<file path="config.mk">
export PLATFORM = sky130hd
export DESIGN_NAME = fieldbus_status_config_regs
export DESIGN_NICKNAME = d
export VERILOG_FILES = /design/src/rtl/pin_sync.v /design/src/rtl/byte_pair_reg.v /design/src/rtl/fieldbus_status_config_regs.v
export VERILOG_INCLUDE_DIRS = /design/src /design/src/shared
export SDC_FILE = /design/constraint.sdc
export NUM_CORES = 1
export LEC_CHECK = 0
export BUFFER_PORTS_ARGS = -buffer_cell sky130_fd_sc_hd__buf_2
export CORE_UTILIZATION = 45
export CTS_CLUSTER_SIZE = 8
export DETAILED_ROUTE_END_ITERATION = 7
export HOLD_SLACK_MARGIN = 0.06
export PLACE_DENSITY = 0.64
export SLEW_MARGIN = 25
export SYNTH_ARGS = -nofsm -noshare
export SYNTH_HDL_FRONTEND = slang
export SYNTH_SLANG_ARGS = --single-unit
</file>
<file path="constraint.sdc">
create_clock -name CLOCK -period 2.45 [get_ports CLOCK]
set_clock_uncertainty 0.05 [all_clocks]
set_input_delay 0.245 -clock CLOCK [delete_from_list [all_inputs] [get_ports CLOCK]]
set_output_delay 0.245 -clock CLOCK [all_outputs]
set_load 0.005 [all_outputs]
</file>
<file path="src/shared/fieldbus_status_config_regs.vh">
// Purpose: Offsets, field positions and reset values of the status/config bank
// Assumes: 12-bit register address, byte-wide data
// Notes:   Two-byte registers put the low byte at the base offset
`ifndef FIELDBUS_STATUS_CONFIG_REGS_VH
`define FIELDBUS_STATUS_CONFIG_REGS_VH

// ------------------------------------------------------------
// Register offsets
// ------------------------------------------------------------
`define ERROR_IRQ_STATUS_OFS   12'h007
`define COMM_IRQ_MASK_OFS      12'h008
`define ADDR_IRQ_MASK_OFS      12'h009
`define TIMER_IRQ_MASK_OFS     12'h00a
`define ERROR_IRQ_MASK_OFS     12'h00b
`define TX_BYTE_COUNT_OFS      12'h00c
`define TX_BUFFER_POINTER_OFS  12'h00e
`define RX_BUFFER_POINTER_OFS  12'h012
`define LOOKUP_POINTER_OFS     12'h016
`define HIGH_LINK_TABLE_OFS    12'h018
`define FRAME_CONTROL_OFS      12'h018
`define FRAME_TYPE_CODE_OFS    12'h019
`define STATION_ID_OFS         12'h01b
`define COMM_STATUS_OFS        12'h01c
`define ADDR_RECOG_STATUS_OFS  12'h01d

// ------------------------------------------------------------
// Error status field positions
// ------------------------------------------------------------
`define JABBER_BIT             6
`define TX_START_EMPTY_BIT     5
`define CARRIER_LOSS_BIT       4
`define OVERLENGTH_BIT         3
`define LINE_CODE_BIT          2
`define MISSING_END_BIT        1
`define MISSING_START_BIT      0
`define ERROR_FLAG_MSB         6

// ------------------------------------------------------------
// Reset values
// ------------------------------------------------------------
`define MASK_RST               8'h00
`define POINTER_RST            14'h0000
`define STATION_ID_RST         8'h00
`define ERROR_STATUS_RST       7'h00
`define FRAME_CONTROL_RST      8'h00
`define FRAME_CODE_RST         5'h00
`define UNMAPPED_READ          8'h00

`endif

</file>
<file path="src/rtl/pin_sync.v">
// Purpose: Two-stage synchroniser for host bus pins
// Assumes: Pins are quasi-static around the strobes
// Notes:   Only the second stage is visible outside
`timescale 1ns/1ps
`default_nettype none

module pin_sync #(
  parameter W = 1
) (
  // Clock and reset
  input  wire         clk,
  input  wire         srst,
  // Pins in, synchronised out
  input  wire [W-1:0] pin,
  output reg  [W-1:0] q
);

  reg [W-1:0] meta_q;

  always @(posedge clk) begin
    if (srst) begin
      meta_q <= {W{1'b0}};
      q      <= {W{1'b0}};
    end else begin
      meta_q <= pin;
      q      <= meta_q;
    end
  end

endmodule

`default_nettype wire

</file>
<file path="src/rtl/byte_pair_reg.v">
// Purpose: 14-bit register written as two bytes, upper byte first
// Assumes: Lower-byte write commits the held upper byte
// Notes:   Internal load has priority over a host commit
`timescale 1ns/1ps
`default_nettype none

`include "fieldbus_status_config_regs.vh"

module byte_pair_reg (
  // Clock and reset
  input  wire        clk,
  input  wire        srst,
  // Host byte writes
  input  wire [7:0]  wdata,
  input  wire        hi_we,
  input  wire        lo_we,
  // Internal update
  input  wire        load,
  input  wire [13:0] load_value,
  // Current value
  output reg  [13:0] value_q
);

  localparam [13:0] RST_VALUE = `POINTER_RST;

  reg [5:0] upper_q;

  always @(posedge clk) begin
    if (srst) begin
      upper_q <= RST_VALUE[13:8];
      value_q <= `POINTER_RST;
    end else begin
      if (hi_we) begin
        upper_q <= wdata[5:0];
      end
      // Never expose a half-written value downstream
      if (load) begin
        value_q <= load_value;
      end else if (lo_we) begin
        value_q <= {upper_q, wdata};
      end
    end
  end

endmodule

`default_nettype wire

</file>
<file path="src/rtl/fieldbus_status_config_regs.v">
// Purpose: Error flags, masks, DMA/lookup pointers, frame control and status bank
// Assumes: Host pins asynchronous to CLOCK; event inputs on CLOCK
// Notes:   Byte bus with active-low chip select and strobes
`timescale 1ns/1ps
`default_nettype none

`include "fieldbus_status_config_regs.vh"

module fieldbus_status_config_regs (
  // Clock and reset
  input  wire        CLOCK,
  input  wire        SRST,
  // Host register bus
  input  wire [11:0] REG_ADDR,
  input  wire        REG_CS_N,
  input  wire        REG_WR_N,
  input  wire        REG_RD_N,
  input  wire [7:0]  DATA_IN,
  output reg  [7:0]  DATA_OUT,
  output wire        DATA_OE,
  // Error events
  input  wire        JABBER_EVENT,
  input  wire        TX_START_EMPTY_EVENT,
  input  wire        CARRIER_LOSS_EVENT,
  input  wire        OVERLENGTH_EVENT,
  input  wire        LINE_CODE_EVENT,
  input  wire        MISSING_END_DELIM_EVENT,
  input  wire        MISSING_START_DELIM_EVENT,
  // Live communication status
  input  wire        RX_BYTE_READY,
  input  wire        RX_CARRIER_ACTIVE,
  input  wire        RX_START_SEEN,
  input  wire        RX_OVERRUN,
  input  wire        RX_END_SEEN,
  input  wire        RX_CHECK_ERROR,
  input  wire        TX_IDLE,
  input  wire        TX_HOLDING_EMPTY,
  // Live address recognition status
  input  wire        HIGH_LINK_FRAME,
  input  wire        NODE_SELECT_FRAME,
  input  wire        STATION_ADDR_FRAME,
  input  wire        PSA_TYPE_FRAME,
  input  wire        FRAME_CONTROL_SEEN,
  input  wire        TABLE_END_REACHED,
  input  wire        ADDR_MATCHED,
  input  wire        BROADCAST_FRAME,
  // Frame control capture
  input  wire        FRAME_CONTROL_VALID,
  input  wire [7:0]  FRAME_CONTROL_OCTET,
  // Lookup and receive DMA updates
  input  wire        LOOKUP_DONE,
  input  wire [13:0] LOOKUP_NEXT,
  input  wire        RX_PTR_UPDATE,
  input  wire [13:0] RX_PTR_VALUE,
  // Interrupt status of the other groups
  input  wire [7:0]  COMM_IRQ_STATUS,
  input  wire [7:0]  ADDR_IRQ_STATUS,
  input  wire [7:0]  TIMER_IRQ_STATUS,
  // Configuration to DMA and address recognition
  output wire [13:0] TX_BYTE_COUNT,
  output wire [13:0] TX_BUFFER_POINTER,
  output wire [13:0] RX_BUFFER_POINTER,
  output wire [13:0] NODE_SELECT_TABLE_BASE,
  output wire [13:0] HIGH_LINK_TABLE_BASE,
  output wire [7:0]  STATION_IDENTIFIER,
  // Interrupt requests
  output reg         COMM_IRQ_REQ,
  output reg         ADDR_IRQ_REQ,
  output reg         TIMER_IRQ_REQ,
  output reg         ERROR_IRQ_REQ,
  output reg         ERROR_SUMMARY_FLAG
);

  // ------------------------------------------------------------
  // Decode helpers
  // ------------------------------------------------------------
  localparam NPAIR = 5;

  function addr_is;
    input [11:0] a;
    input [11:0] ofs;
    begin
      addr_is = (a == ofs);
    end
  endfunction

  function [11:0] pair_ofs;
    input integer i;
    begin
      case (i)
        0:       pair_ofs = `TX_BYTE_COUNT_OFS;
        1:       pair_ofs = `TX_BUFFER_POINTER_OFS;
        2:       pair_ofs = `RX_BUFFER_POINTER_OFS;
        3:       pair_ofs = `LOOKUP_POINTER_OFS;
        default: pair_ofs = `HIGH_LINK_TABLE_OFS;
      endcase
    end
  endfunction

  // Frame type code is the low five bits of the frame control octet, passed through as is
  function [4:0] frame_type;
    input [7:0] fc;
    begin
      frame_type = fc[4:0];
    end
  endfunction

  // ------------------------------------------------------------
  // Host pin synchronisation
  // ------------------------------------------------------------
  wire [11:0] addr_s;
  wire [7:0]  wdata_s;
  wire        cs_s;
  wire        wr_s;
  wire        rd_s;
  reg         wr_act_q;

  pin_sync #(
    .W (23)
  ) u_pin_sync (
    .clk  (CLOCK),
    .srst (SRST),
    .pin  ({REG_ADDR, DATA_IN, ~REG_CS_N, ~REG_WR_N, ~REG_RD_N}),
    .q    ({addr_s, wdata_s, cs_s, wr_s, rd_s})
  );

  wire wr_act   = cs_s & wr_s;
  wire rd_act   = cs_s & rd_s;
  // One write per strobe, however long the host holds it
  wire wr_pulse = wr_act & ~wr_act_q;

  always @(posedge CLOCK) begin
    if (SRST) begin
      wr_act_q <= 1'b0;
    end else begin
      wr_act_q <= wr_act;
    end
  end

  // ------------------------------------------------------------
  // Byte-paired pointer and count registers
  // ------------------------------------------------------------
  wire [14*NPAIR-1:0] pair_flat;
  wire [NPAIR-1:0]    pair_load = {2'b00, RX_PTR_UPDATE, 2'b00};
  wire [14*NPAIR-1:0] pair_load_val = {28'h0000000, RX_PTR_VALUE, 28'h0000000};

  genvar g;
  generate
    for (g = 0; g < NPAIR; g = g + 1) begin : pairs
      byte_pair_reg u_pair (
        .clk        (CLOCK),
        .srst       (SRST),
        .wdata      (wdata_s),
        .hi_we      (wr_pulse & addr_is(addr_s, pair_ofs(g) + 12'h001)),
        .lo_we      (wr_pulse & addr_is(addr_s, pair_ofs(g))),
        .load       (pair_load[g]),
        .load_value (pair_load_val[14*g +: 14]),
        .value_q    (pair_flat[14*g +: 14])
      );
    end
  endgenerate

  assign TX_BYTE_COUNT          = pair_flat[13:0];
  assign TX_BUFFER_POINTER      = pair_flat[27:14];
  assign RX_BUFFER_POINTER      = pair_flat[41:28];
  assign NODE_SELECT_TABLE_BASE = pair_flat[55:42];
  assign HIGH_LINK_TABLE_BASE   = pair_flat[69:56];

  // ------------------------------------------------------------
  // Masks and station identifier
  // ------------------------------------------------------------
  reg [7:0] comm_irq_mask_q;
  reg [7:0] addr_irq_mask_q;
  reg [7:0] timer_irq_mask_q;
  reg [7:0] error_irq_mask_q;
  reg [7:0] station_identifier_q;

  always @(posedge CLOCK) begin
    if (SRST) begin
      comm_irq_mask_q      <= `MASK_RST;
      addr_irq_mask_q      <= `MASK_RST;
      timer_irq_mask_q     <= `MASK_RST;
      error_irq_mask_q     <= `MASK_RST;
      station_identifier_q <= `STATION_ID_RST;
    end else if (wr_pulse) begin
      if (addr_is(addr_s, `COMM_IRQ_MASK_OFS)) begin
        comm_irq_mask_q <= wdata_s;
      end
      if (addr_is(addr_s, `ADDR_IRQ_MASK_OFS)) begin
        addr_irq_mask_q <= wdata_s;
      end
      if (addr_is(addr_s, `TIMER_IRQ_MASK_OFS)) begin
        timer_irq_mask_q <= wdata_s;
      end
      if (addr_is(addr_s, `ERROR_IRQ_MASK_OFS)) begin
        error_irq_mask_q <= wdata_s;
      end
      if (addr_is(addr_s, `STATION_ID_OFS)) begin
        station_identifier_q <= wdata_s;
      end
    end
  end

  assign STATION_IDENTIFIER = station_identifier_q;

  // ------------------------------------------------------------
  // Error interrupt status, write one to clear
  // ------------------------------------------------------------
  reg  [6:0] error_irq_status_q;
  reg  [6:0] error_irq_status_d;
  wire [6:0] err_set;
  wire [6:0] err_clr;

  assign err_set[`JABBER_BIT]         = JABBER_EVENT;
  assign err_set[`TX_START_EMPTY_BIT] = TX_START_EMPTY_EVENT;
  assign err_set[`CARRIER_LOSS_BIT]   = CARRIER_LOSS_EVENT;
  assign err_set[`OVERLENGTH_BIT]     = OVERLENGTH_EVENT;
  assign err_set[`LINE_CODE_BIT]      = LINE_CODE_EVENT;
  assign err_set[`MISSING_END_BIT]    = MISSING_END_DELIM_EVENT;
  assign err_set[`MISSING_START_BIT]  = MISSING_START_DELIM_EVENT;

  assign err_clr = (wr_pulse & addr_is(addr_s, `ERROR_IRQ_STATUS_OFS)) ?
                   wdata_s[`ERROR_FLAG_MSB:0] : 7'h00;

  always @* begin
    // Set beats clear so an event in the clearing cycle survives
    error_irq_status_d = (error_irq_status_q & ~err_clr) | err_set;
  end

  always @(posedge CLOCK) begin
    if (SRST) begin
      error_irq_status_q <= `ERROR_STATUS_RST;
    end else begin
      error_irq_status_q <= error_irq_status_d;
    end
  end

  // ------------------------------------------------------------
  // Interrupt requests
  // ------------------------------------------------------------
  always @(posedge CLOCK) begin
    if (SRST) begin
      COMM_IRQ_REQ       <= 1'b0;
      ADDR_IRQ_REQ       <= 1'b0;
      TIMER_IRQ_REQ      <= 1'b0;
      ERROR_IRQ_REQ      <= 1'b0;
      ERROR_SUMMARY_FLAG <= 1'b0;
    end else begin
      COMM_IRQ_REQ       <= |(COMM_IRQ_STATUS & comm_irq_mask_q);
      ADDR_IRQ_REQ       <= |(ADDR_IRQ_STATUS & addr_irq_mask_q);
      TIMER_IRQ_REQ      <= |(TIMER_IRQ_STATUS & timer_irq_mask_q);
      // Masking gates the request only, never the flag
      ERROR_IRQ_REQ      <= |(error_irq_status_q & error_irq_mask_q[6:0]);
      ERROR_SUMMARY_FLAG <= |error_irq_status_q;
    end
  end

  // ------------------------------------------------------------
  // Frame control capture and lookup pointer
  // ------------------------------------------------------------
  reg [7:0]  frame_control_word_q;
  reg [4:0]  frame_type_code_q;
  reg [13:0] lookup_next_pointer_q;

  always @(posedge CLOCK) begin
    if (SRST) begin
      frame_control_word_q  <= `FRAME_CONTROL_RST;
      frame_type_code_q     <= `FRAME_CODE_RST;
      lookup_next_pointer_q <= `POINTER_RST;
    end else begin
      if (FRAME_CONTROL_VALID) begin
        frame_control_word_q <= FRAME_CONTROL_OCTET;
        frame_type_code_q    <= frame_type(FRAME_CONTROL_OCTET);
      end
      if (LOOKUP_DONE) begin
        lookup_next_pointer_q <= LOOKUP_NEXT;
      end
    end
  end

  // ------------------------------------------------------------
  // Live status words
  // ------------------------------------------------------------
  wire [7:0] comm_status = {RX_BYTE_READY, RX_CARRIER_ACTIVE, RX_START_SEEN,
                            RX_OVERRUN, RX_END_SEEN, RX_CHECK_ERROR,
                            TX_IDLE, TX_HOLDING_EMPTY};
  wire [7:0] addr_recog_status = {HIGH_LINK_FRAME, NODE_SELECT_FRAME,
                                  STATION_ADDR_FRAME, PSA_TYPE_FRAME,
                                  FRAME_CONTROL_SEEN, TABLE_END_REACHED,
                                  ADDR_MATCHED, BROADCAST_FRAME};

  // ------------------------------------------------------------
  // Read path
  // ------------------------------------------------------------
  reg [7:0] rd_mux;

  always @* begin
    case (addr_s)
      `ERROR_IRQ_STATUS_OFS:           rd_mux = {1'b0, error_irq_status_q};
      `COMM_IRQ_MASK_OFS:              rd_mux = comm_irq_mask_q;
      `ADDR_IRQ_MASK_OFS:              rd_mux = addr_irq_mask_q;
      `TIMER_IRQ_MASK_OFS:             rd_mux = timer_irq_mask_q;
      `ERROR_IRQ_MASK_OFS:             rd_mux = error_irq_mask_q;
      `TX_BYTE_COUNT_OFS:              rd_mux = TX_BYTE_COUNT[7:0];
      `TX_BYTE_COUNT_OFS + 12'h001:    rd_mux = {2'b00, TX_BYTE_COUNT[13:8]};
      `TX_BUFFER_POINTER_OFS:          rd_mux = TX_BUFFER_POINTER[7:0];
      `TX_BUFFER_POINTER_OFS + 12'h001: rd_mux = {2'b00, TX_BUFFER_POINTER[13:8]};
      `RX_BUFFER_POINTER_OFS:          rd_mux = RX_BUFFER_POINTER[7:0];
      `RX_BUFFER_POINTER_OFS + 12'h001: rd_mux = {2'b00, RX_BUFFER_POINTER[13:8]};
      // Table bases are write-only; reads at the node select base see the lookup pointer, at the high link base frame control
      `LOOKUP_POINTER_OFS:             rd_mux = lookup_next_pointer_q[7:0];
      `LOOKUP_POINTER_OFS + 12'h001:   rd_mux = {2'b00, lookup_next_pointer_q[13:8]};
      `FRAME_CONTROL_OFS:              rd_mux = frame_control_word_q;
      `FRAME_TYPE_CODE_OFS:            rd_mux = {3'b000, frame_type_code_q};
      `STATION_ID_OFS:                 rd_mux = station_identifier_q;
      `COMM_STATUS_OFS:                rd_mux = comm_status;
      `ADDR_RECOG_STATUS_OFS:          rd_mux = addr_recog_status;
      default:                         rd_mux = `UNMAPPED_READ;
    endcase
  end

  always @(posedge CLOCK) begin
    if (SRST) begin
      DATA_OUT <= 8'h00;
    end else if (rd_act) begin
      DATA_OUT <= rd_mux;
    end
  end

  // Drive only while the host reads; data trails enable by one cycle
  assign DATA_OE = rd_act;

endmodule

`default_nettype wire

</file>
; ---- After elaboration in Yosys (flattened, before gate mapping)
; Cells that the tools add are included.
[totals]
regBits = 234
input_bits = 111
elab_cells = 86
output_inout_bits = 92
[classes]
bitwise = 25
n_mux = 4
eq_ne = 18
reduce_logical = 11
[ops]
columns = cell, count
row1 = 8-bit case mux with 18 select lines, 1
row2 = "12-bit by 5-bit == test with 1-bit output, second input constant", 9
row3 = "12-bit by 4-bit == test with 1-bit output, second input constant", 8
row4 = 14-bit two-way mux, 2
row5 = 8-bit AND, 3
row6 = 8-bit OR reduction, 3
row7 = 1-bit AND, 14
row8 = 7-bit AND, 2
row9 = 7-bit OR reduction, 2
row10 = "12-bit by 3-bit == test with 1-bit output, second input constant", 1
row11 = 2-bit AND reduction, 5
row12 = 7-bit two-way mux, 1
row13 = 7-bit inverter, 1
row14 = 7-bit bitwise OR, 1
row15 = 1-bit inverter, 4
row16 = 2-bit nonzero test, 1

; ---- Logic depth before layout (Yosys ltp)
; Gate-level depths: netlist (run 1).
[depth]
ltp_word = 7
depth_mapped = 8
mapped_depth_nobuf = 5

; ---- Hierarchy
; A second synthesis (run 1) with hierarchy kept.
[unflattened]
hier_cells = 1066
hier_area_um2 = 10277.4
[modules_own_cells]
columns = module, cells_per_inst, area_each_um2, n_inst, seq_area_each_um2
row1 = fieldbus_status_config_regs, 560, 4693.3, 1, 1661.6
row2 = byte_pair_reg, 82, 870.8, 5, 400.4
row3 = pin_sync, 96, 1229.9, 1, 920.9

; ---- Least setup slack after synthesis (run 1)
; Ideal clock, no wire load.
[synth_timing]
kind = reg2reg
start = reg u_pin_sync.q[20]
end = reg pairs[2].u_pair.value_q[0]
path_buffers = 2
t_required_ps = 2314
setup_time_ps = 86
path_stages_with_launch = 8
t_arrival_ps = 2080
synth_period_minus_slack_ps = 2216
setup_slack_ps = 234
cell_sequence = dfxtp_1 > nor4_1 > nand3_1 > or3_1 > buf_2 > buf_6 > mux2i_1 > a211oi_1
[synth_between]
elab_chain_cells = 3
[synth_rtl]
columns = element, line
row1 = from (decl), pin_sync.v:15  ; output reg [W-1:0] q
row2 = from (signal assigned), pin_sync.v:23  ; q <= {W{1'b0}};
row3 = from (signal assigned), pin_sync.v:26  ; q <= meta_q;
row4 = 12-bit by 5-bit == test with 1-bit output, fieldbus_status_config_regs.v:83  ; addr_is = (a == ofs);
row5 = 1-bit AND, fieldbus_status_config_regs.v:155  ; .lo_we (wr_pulse & addr_is(addr_s, pair_ofs(g))),
row6 = 2-bit nonzero test (no line), -
row7 = to (signal assigned), byte_pair_reg.v:31  ; value_q <= `POINTER_RST;
row8 = to (signal assigned), byte_pair_reg.v:38  ; value_q <= load_value;
row9 = to (signal assigned), byte_pair_reg.v:40  ; value_q <= {upper_q, wdata};
row10 = to (decl), byte_pair_reg.v:21  ; output reg [13:0] value_q
; Every way passes these cells.
; A chain may end at the register's enable or synchronous reset.

; ---- Final worst setup path (run 1)
[layout_timing]
start = reg u_pin_sync.q[15]
end = reg pairs[3].u_pair.value_q[6]
[layout_between]
elab_chain_cells = 2
[layout_rtl]
columns = element, line
row1 = 12-bit by 5-bit == test with 1-bit output, fieldbus_status_config_regs.v:83
row2 = 1-bit AND, fieldbus_status_config_regs.v:155
row3 = to (signal assigned), byte_pair_reg.v:31
row4 = to (signal assigned), byte_pair_reg.v:38
row5 = to (signal assigned), byte_pair_reg.v:40
row6 = to (decl), byte_pair_reg.v:21
; Every way passes these cells.

==> results.py, run 1 <==
metrics = {
    "layout": {
        "n_fill_cell": 1847,
        "n_antenna_cell": 0,
        "layout-drive-gt1-share": 0.235,
        "final_cells": 1640,
        "syn2layout_area_growth_pct": 35.0,
        "layout.nets": 1479,
        "fin_area_um2": 12600,
    },
    "power": {
        "p_sw_mw": 1.98,
        "swShare": 0.230,
        "p_int_mw": 6.62,
        "p_per_area_nw_per_um2": 680,
        "power_leakage_nw": 5.16,
        "seqPwrFrac": 0.454,
        "ir_drop_uv": 414,
        "share_comb_of_total_power": 0.069,
        "p_clk_frac": 0.477,
    },
    "floorplanning": {
        "io_pins": 203,
        "placementRows": 52,
        "die_h_um": 146,
        "dieArea_um2": 21400,
        "die_w_um": 146,
        "start_util": 0.461,
        "core_um2": 20300,
    },
    "setup_path": {
        "r2r_cells": 6,
        "r2r_slack_ns": 0.11,
        "start_kind": "flip-flop",
        "end_kind": "flip-flop",
        "reg2reg_from": "u_pin_sync.q[15]",
        "cp_data_arrival_time_ns": 2.64,
        "reg2reg_to": "pairs[3].u_pair.value_q[6]",
        "endpoint": "pairs[3].u_pair.value_q[6]",
        "worstPathRequired_ns": 2.75,
        "crit_fanout": 14,
        "crit_type": "flip-flop to flip-flop",
        "worstSetupStartpoint": "u_pin_sync.q[15]",
    },
    "timing": {
        "drv_slew": 0,
        "period_needed_ns": 2.34,
        "period_share": 0.957,
        "finalSetupViolations": 0,
        "timing.final.ws_setup_ns": 0.106,
        "fmax_ghz": 0.427,
        "rsz0062_at_grt": "no",
        "whs_ns": 0.0732,
        "finalHoldViolations": 0,
        "tns_ns": 0,
        "max_slew_margin": 0.375,
        "tightest_slew_ns": 0.937,
    },
    "synthesis": {
        "synthesis.area_um2": 9360,
        "yosysSeqAreaShare": 0.490,
        "synth_fa_ha_area_frac": 0,
        "ys.flop_type": "dfxtp_1",
        "ys_seq_elements": 229,
        "yosys.area.top_type_share": 0.490,
        "synthSimpleGateAreaFrac": 0.217,
        "synthTopCellsByArea": "dfxtp_1 (49%), mux2i_1 (10%), nand2_1 (7.5%), a21oi_1 (5.8%), nor2_1 (4.0%)",
        "yosysUniqueCellTypes": 62,
        "async_flop_share": 0,
        "yosys_warnings": 0,
        "synth_edf_count": 0,
        "synth-compound-area-share": 0.145,
        "synth_common_cells": "dfxtp_1 (229), nand2_1 (188), a21oi_1 (109)",
        "syn-num-nets": 1174,
        "synth_most_common_cell": "dfxtp_1",
        "synthMuxAreaShare": 0.112,
        "synth_top_family_by_area": "simple AND/OR/NAND/NOR gates",
        "syn_area_per_cell_um2": 8.81,
        "synth_largest_area_cell": "dfxtp_1",
        "postSynthCellCount": 1063,
        "synth_xor_area_frac": 0.000936,
    },
    "cts": {
        "clk_pin_slew_ns": 0.05,
        "cts_sinks": 229,
        "cts_tree": "done",
        "root_buffer": "clkbuf_16",
        "cts_buffer_depth": 3,
        "cts_setup_buffers": 0,
        "htree_levels": 2,
        "cts_inserted_buffers": 34,
        "clk_latency_ns": 0.51,
    },
    "drt": {
        "viasPerCell": 5.56,
        "wl_per_cell_um": 20.5,
        "vias": 9123,
        "postRouteAntennaNets": 0,
        "firstDrtPassIters": 5,
        "drt_wl_total_um": 33700,
        "drc": 0,
        "drt_iter0_drc": 683,
    },
    "grt": {
        "grt_first_pass_wirelength_um": 51000,
        "grt_usage": 0.312,
        "antenna_found_initial": 0,
        "grt_overflow_total": 0,
        "grt_max_degree": 95,
        "grt_pass1_vias": 8759,
    },
    "placed_design": {
        "placed_area_um2": 10900,
        "port_buffers": 202,
        "dp_hpwl_um": 23300,
        "dp_cells": 1525,
        "place.gp.congestion": 0.999,
        "place_ws_ns": 0.109,
    },
    "run_status": {
        "status": "finished, final reports clean",
    },
    "hold_path": {
        "hold_class": "input port to flip-flop",
        "hold_depth": 4,
    },
    "flow_run": {
        "max_cap_viol_count": 0,
    },
}
metrics by stage:
stage	util	power, mW
floorplan	-	4.20
global placement	0.539	4.46
detailed placement	0.539	4.46
CTS	0.622	8.63
global route	0.623	8.86
finish	0.623	8.59
cell families (layout without fill, tap and decap cells):
| logic type | count (synthesis) | count (layout) |
|---|---|---|
| simple gates | 430 | 430 |
| flops | 229 | 229 |
| xor+xnor | 1 | 1 |
| mux | 104 | 104 |
| compound gates | 214 | 214 |
| buf+inv | 85 | 392 |
placed cells by master, fill, tap and decap left out, drive strengths merged, types with 5 or more instances in the layout:
master	n
a31oi	12
o22ai	6
nor4	12
nor2	101
o21ai	5
mux2i	98
nor3	8
mux2	6
nand2	188
a211oi	15
clkbuf	35
inv	8
dfxtp	229
a221oi	8
nand4b	5
a21oi	109
dlygate4sd3	77
nand3	35
and2	5
buf	268
a22oi	23
nor2b	48
nand3b	6
worst max-delay path, cell delays in order (launching register included):
cell and delay (ns):
dfxtp_1 0.36, buf_4 0.22, or4bb_1 0.56, buf_4 0.18
or3_1 0.57, nand2_1 0.17, a21oi_1 0.07
registers in the layout (all words and copies together), names as in the netlist:
| signal | cells |
|---|---|
| error_irq_status_q | 7 |
| error_irq_mask_q | 8 |
| comm_irq_mask_q | 8 |
| ADDR_IRQ_REQ | 1 |
| frame_control_word_q | 8 |
| lookup_next_pointer_q | 14 |
| ERROR_SUMMARY_FLAG | 1 |
| DATA_OUT | 8 |
| addr_irq_mask_q | 8 |
| COMM_IRQ_REQ | 1 |
| pairs.u_pair.value_q | 70 |
| u_pin_sync.meta_q | 23 |
| STATION_IDENTIFIER | 8 |
| TIMER_IRQ_REQ | 1 |
| ERROR_IRQ_REQ | 1 |
| u_pin_sync.q | 23 |
| wr_act_q | 1 |
| timer_irq_mask_q | 8 |
| pairs.u_pair.upper_q | 30 |
power groups by stage:
| stage | sequential [mW] | combinational (mW) | clock [mW] |
|---|---|---|---|
| after floorplan | 3.93 | 0.269 | 0 |
| after global placement | 3.97 | 0.497 | 0 |
| after detailed placement | 3.97 | 0.498 | 0 |
| after CTS | 3.89 | 0.586 | 4.15 |
| after global routing | 3.90 | 0.640 | 4.32 |
| final | 3.90 | 0.597 | 4.10 |
layout make-up:
class	count	area (µm²)	area share
tap	270	338	0.0267
sequential	229	4580	0.363
clock buffer	35	876	0.0693
timing repair buffer	345	2320	0.184
inverter	9	33.8	0.00267
clock inverter	3	37.5	0.00297
multi-input combinational	749	4450	0.352
metal layers:
layer | GRT usage | wire, µm | vias to the layer above
met5 | 0 | 0 | -
met4 | 0.117 | 1050 | 0
met3 | 0.0766 | 3050 | 67
met2 | 0.479 | 15000 | 415
met1 | 0.424 | 14600 | 4330
li1 | - | - | 4311
worst min path at each step:
stage / start / to / slack (ns)
floorplan: REG_RD_N / u_pin_sync.meta_q[0] / 0.27
global placement: REG_CS_N / u_pin_sync.meta_q[2] / 0.35
detailed placement: REG_CS_N / u_pin_sync.meta_q[2] / 0.36
CTS: SRST / DATA_OUT[0] / 0.06
global route: SRST / DATA_OUT[0] / 0.12
finish: SRST / DATA_OUT[0] / 0.07
what timing repair did:
action | 4_1_cts | 5_1_grt
endpoints found under the setup margin | 0 | 4
hold buffers | 77 | 0
gates resized for setup | 0 | 2
endpoints found under the hold margin | 71 | 0
Note: power is estimated with default switching activity, not from simulation.
==> run 2: changes to the inputs <==
CORE_UTILIZATION = 54   (was 45)
PLACE_DENSITY = 0.75   (was 0.64)
==> results.py, run 2 (synthesized netlist as in run 1, its figures left out) <==
metrics = {
    "hold_path": {
        "min_to": "ADDR_IRQ_REQ",
        "hp-start": "ADDR_IRQ_STATUS[6]",
        "hold_depth": 3,
        "hold_class": "input port to flip-flop",
    },
    "setup_path": {
        "crit_chain": "buf_4 -> or4bb_1 -> or3_1 -> buf_4 -> mux2i_1 -> a211oi_1",
        "cp_data_arrival_time_ns": 2.72,
        "crit_type": "flip-flop to flip-flop",
        "end_kind": "flip-flop",
        "worstSetupStartpoint": "u_pin_sync.q[15]",
        "start_kind": "flip-flop",
        "r2r_slack_ns": 0.08,
        "worstPathRequired_ns": 2.80,
        "reg2reg_to": "pairs[2].u_pair.value_q[9]",
        "r2r_cells": 6,
        "reg2reg_from": "u_pin_sync.q[15]",
        "crit_fanout": 14,
        "slowest_stage": "or4bb_1",
        "critical-path-max-stage-delay_ns": 0.53,
        "worst_path_most_repeated_cell": "buf_4",
    },
    "cts": {
        "clk_latency_ns": 0.51,
        "root_buffer": "clkbuf_16",
        "cts_setup_buffers": 0,
        "clk_pin_slew_ns": 0.05,
        "cts_inserted_buffers": 34,
        "htree_levels": 2,
        "cts_buffer_depth": 3,
        "cts_tree": "done",
        "cts_sinks": 229,
    },
    "layout": {
        "n_fill_cell": 1247,
        "largest_reg_flops": 70,
        "layout-drive-gt1-share": 0.235,
        "top_regs": "pairs.u_pair.value_q: 70 flops, pairs.u_pair.upper_q: 30 flops",
        "post-route-util": 0.749,
        "mostFrequentLayoutCells": "dfxtp_1 (229), buf_2 (201), nand2_1 (187)",
        "syn2layout_area_growth_pct": 34.2,
        "layout_commonest_cell": "dfxtp_1",
        "largest-register": "pairs.u_pair.value_q",
        "layout.nets": 1482,
        "n_antenna_cell": 0,
    },
    "grt": {
        "grt_max_degree": 85,
        "grt_overflow_total": 0,
        "antenna_found_initial": 0,
        "grt_first_pass_wirelength_um": 51000,
        "grt_pass1_vias": 9039,
        "grt_usage": 0.377,
    },
    "run_status": {
        "status": "finished, final reports clean",
    },
    "power": {
        "power_leakage_nw": 5.16,
        "p_per_area_nw_per_um2": 682,
        "ir_drop_uv": 686,
    },
    "floorplanning": {
        "io_pins": 203,
        "core_um2": 16800,
        "die_w_um": 134,
        "start_util": 0.559,
        "dieArea_um2": 17900,
        "die_h_um": 134,
        "placementRows": 47,
    },
    "timing": {
        "tightest_slew_ns": 0.916,
        "drv_slew": 0,
        "period_needed_ns": 2.37,
        "max_slew_margin": 0.388,
        "rsz0062_at_grt": "no",
        "finalSetupViolations": 0,
        "finalHoldViolations": 0,
        "period_share": 0.966,
        "fmax_ghz": 0.423,
        "tns_ns": 0,
    },
    "placed_design": {
        "place.gp.congestion": 0.999,
        "port_buffers": 202,
        "dp_hpwl_um": 22700,
    },
    "drt": {
        "drt_wl_total_um": 34100,
        "wl_per_cell_um": 21.4,
        "drt_iter0_drc": 925,
        "firstDrtPassIters": 7,
        "viasPerCell": 5.89,
        "drc": 0,
        "vias": 9373,
        "postRouteAntennaNets": 0,
    },
    "flow_run": {
        "max_cap_viol_count": 0,
    },
}
-- run 2: changes by cell type in the layout (fill, tap and decap cells not counted), sizes merged --
cell         change
buf              +2
clkbuf           -1
clkinv           -1
inv              +1
dlygate4sd3      +1
-- run 2: worst max path at each step --
stage                                             end  slack (ns)  depth (start not counted)
final                      pairs[2].u_pair.value_q[9]        0.08                          6
after global routing       pairs[2].u_pair.value_q[6]        0.02                          6
after CTS                 pairs[0].u_pair.value_q[10]        0.09                          7
after detailed placement  pairs[0].u_pair.value_q[10]        0.11                          7
after global placement     pairs[1].u_pair.value_q[6]        0.12                          8
after floorplan            pairs[2].u_pair.value_q[0]        0.23                          7
-- run 2: where the power goes --
| part | leakage, nW | internal [mW] | switching [mW] |
|---|---|---|---|
| sequential | 1.86 | 3.82 | 0.0905 |
| combinational | 2.86 | 0.290 | 0.321 |
| clock | 0.440 | 2.46 | 1.59 |
-- run 2: area by class of cell --
cell class | count | area [µm²] | area share
clock buffers | 34 | 851 | 0.0677
clock inverters | 3 | 41.3 | 0.00329
inverters | 9 | 33.8 | 0.00269
multi-input cells | 749 | 4450 | 0.354
flip-flops and latches | 229 | 4580 | 0.365
well taps | 220 | 275 | 0.0219
repair buffers | 348 | 2320 | 0.185
-- run 2: what timing repair did --
item	in CTS	in global routing
endpoints found under the setup margin	0	27
gates resized for setup	0	3
hold buffers	78	0
hold endpoints to repair	76	0
-- run 2: metrics by stage --
| step | area [µm²] | instances | power, mW | setup WS, ns | hold WS, ns |
|---|---|---|---|---|---|
| 2_1_floorplan | 9360 | 1063 | 4.20 | 0.234 | 0.267 |
| 3_3_place_gp | 10900 | 1477 | 4.45 | 0.122 | 0.354 |
| 3_5_place_dp | 10900 | 1477 | 4.46 | 0.114 | 0.356 |
| 4_1_cts | 12500 | 1592 | 8.54 | 0.0931 | 0.0622 |
| 5_1_grt | 12600 | 1592 | 8.80 | 0.0168 | 0.0827 |
| 6_report | 12600 | 1592 | 8.57 | 0.0840 | 0.0478 |
-- run 2: metal layers --
metal  up-vias  GRT usage  part of all wire
li1       4324          -                 -
met1      4397      0.497              0.41
met2       551      0.602              0.45
met3       101     0.0780             0.098
met4         0      0.155             0.039
met5         -          0                 0
-- run 2: critical path: cells and delay by family (launching register included) --
family / cells / cell delay [ns]
simple gates: 2 / 0.88
buf+inv: 2 / 0.45
flops: 1 / 0.44
compound gates: 1 / 0.30
mux: 1 / 0.15
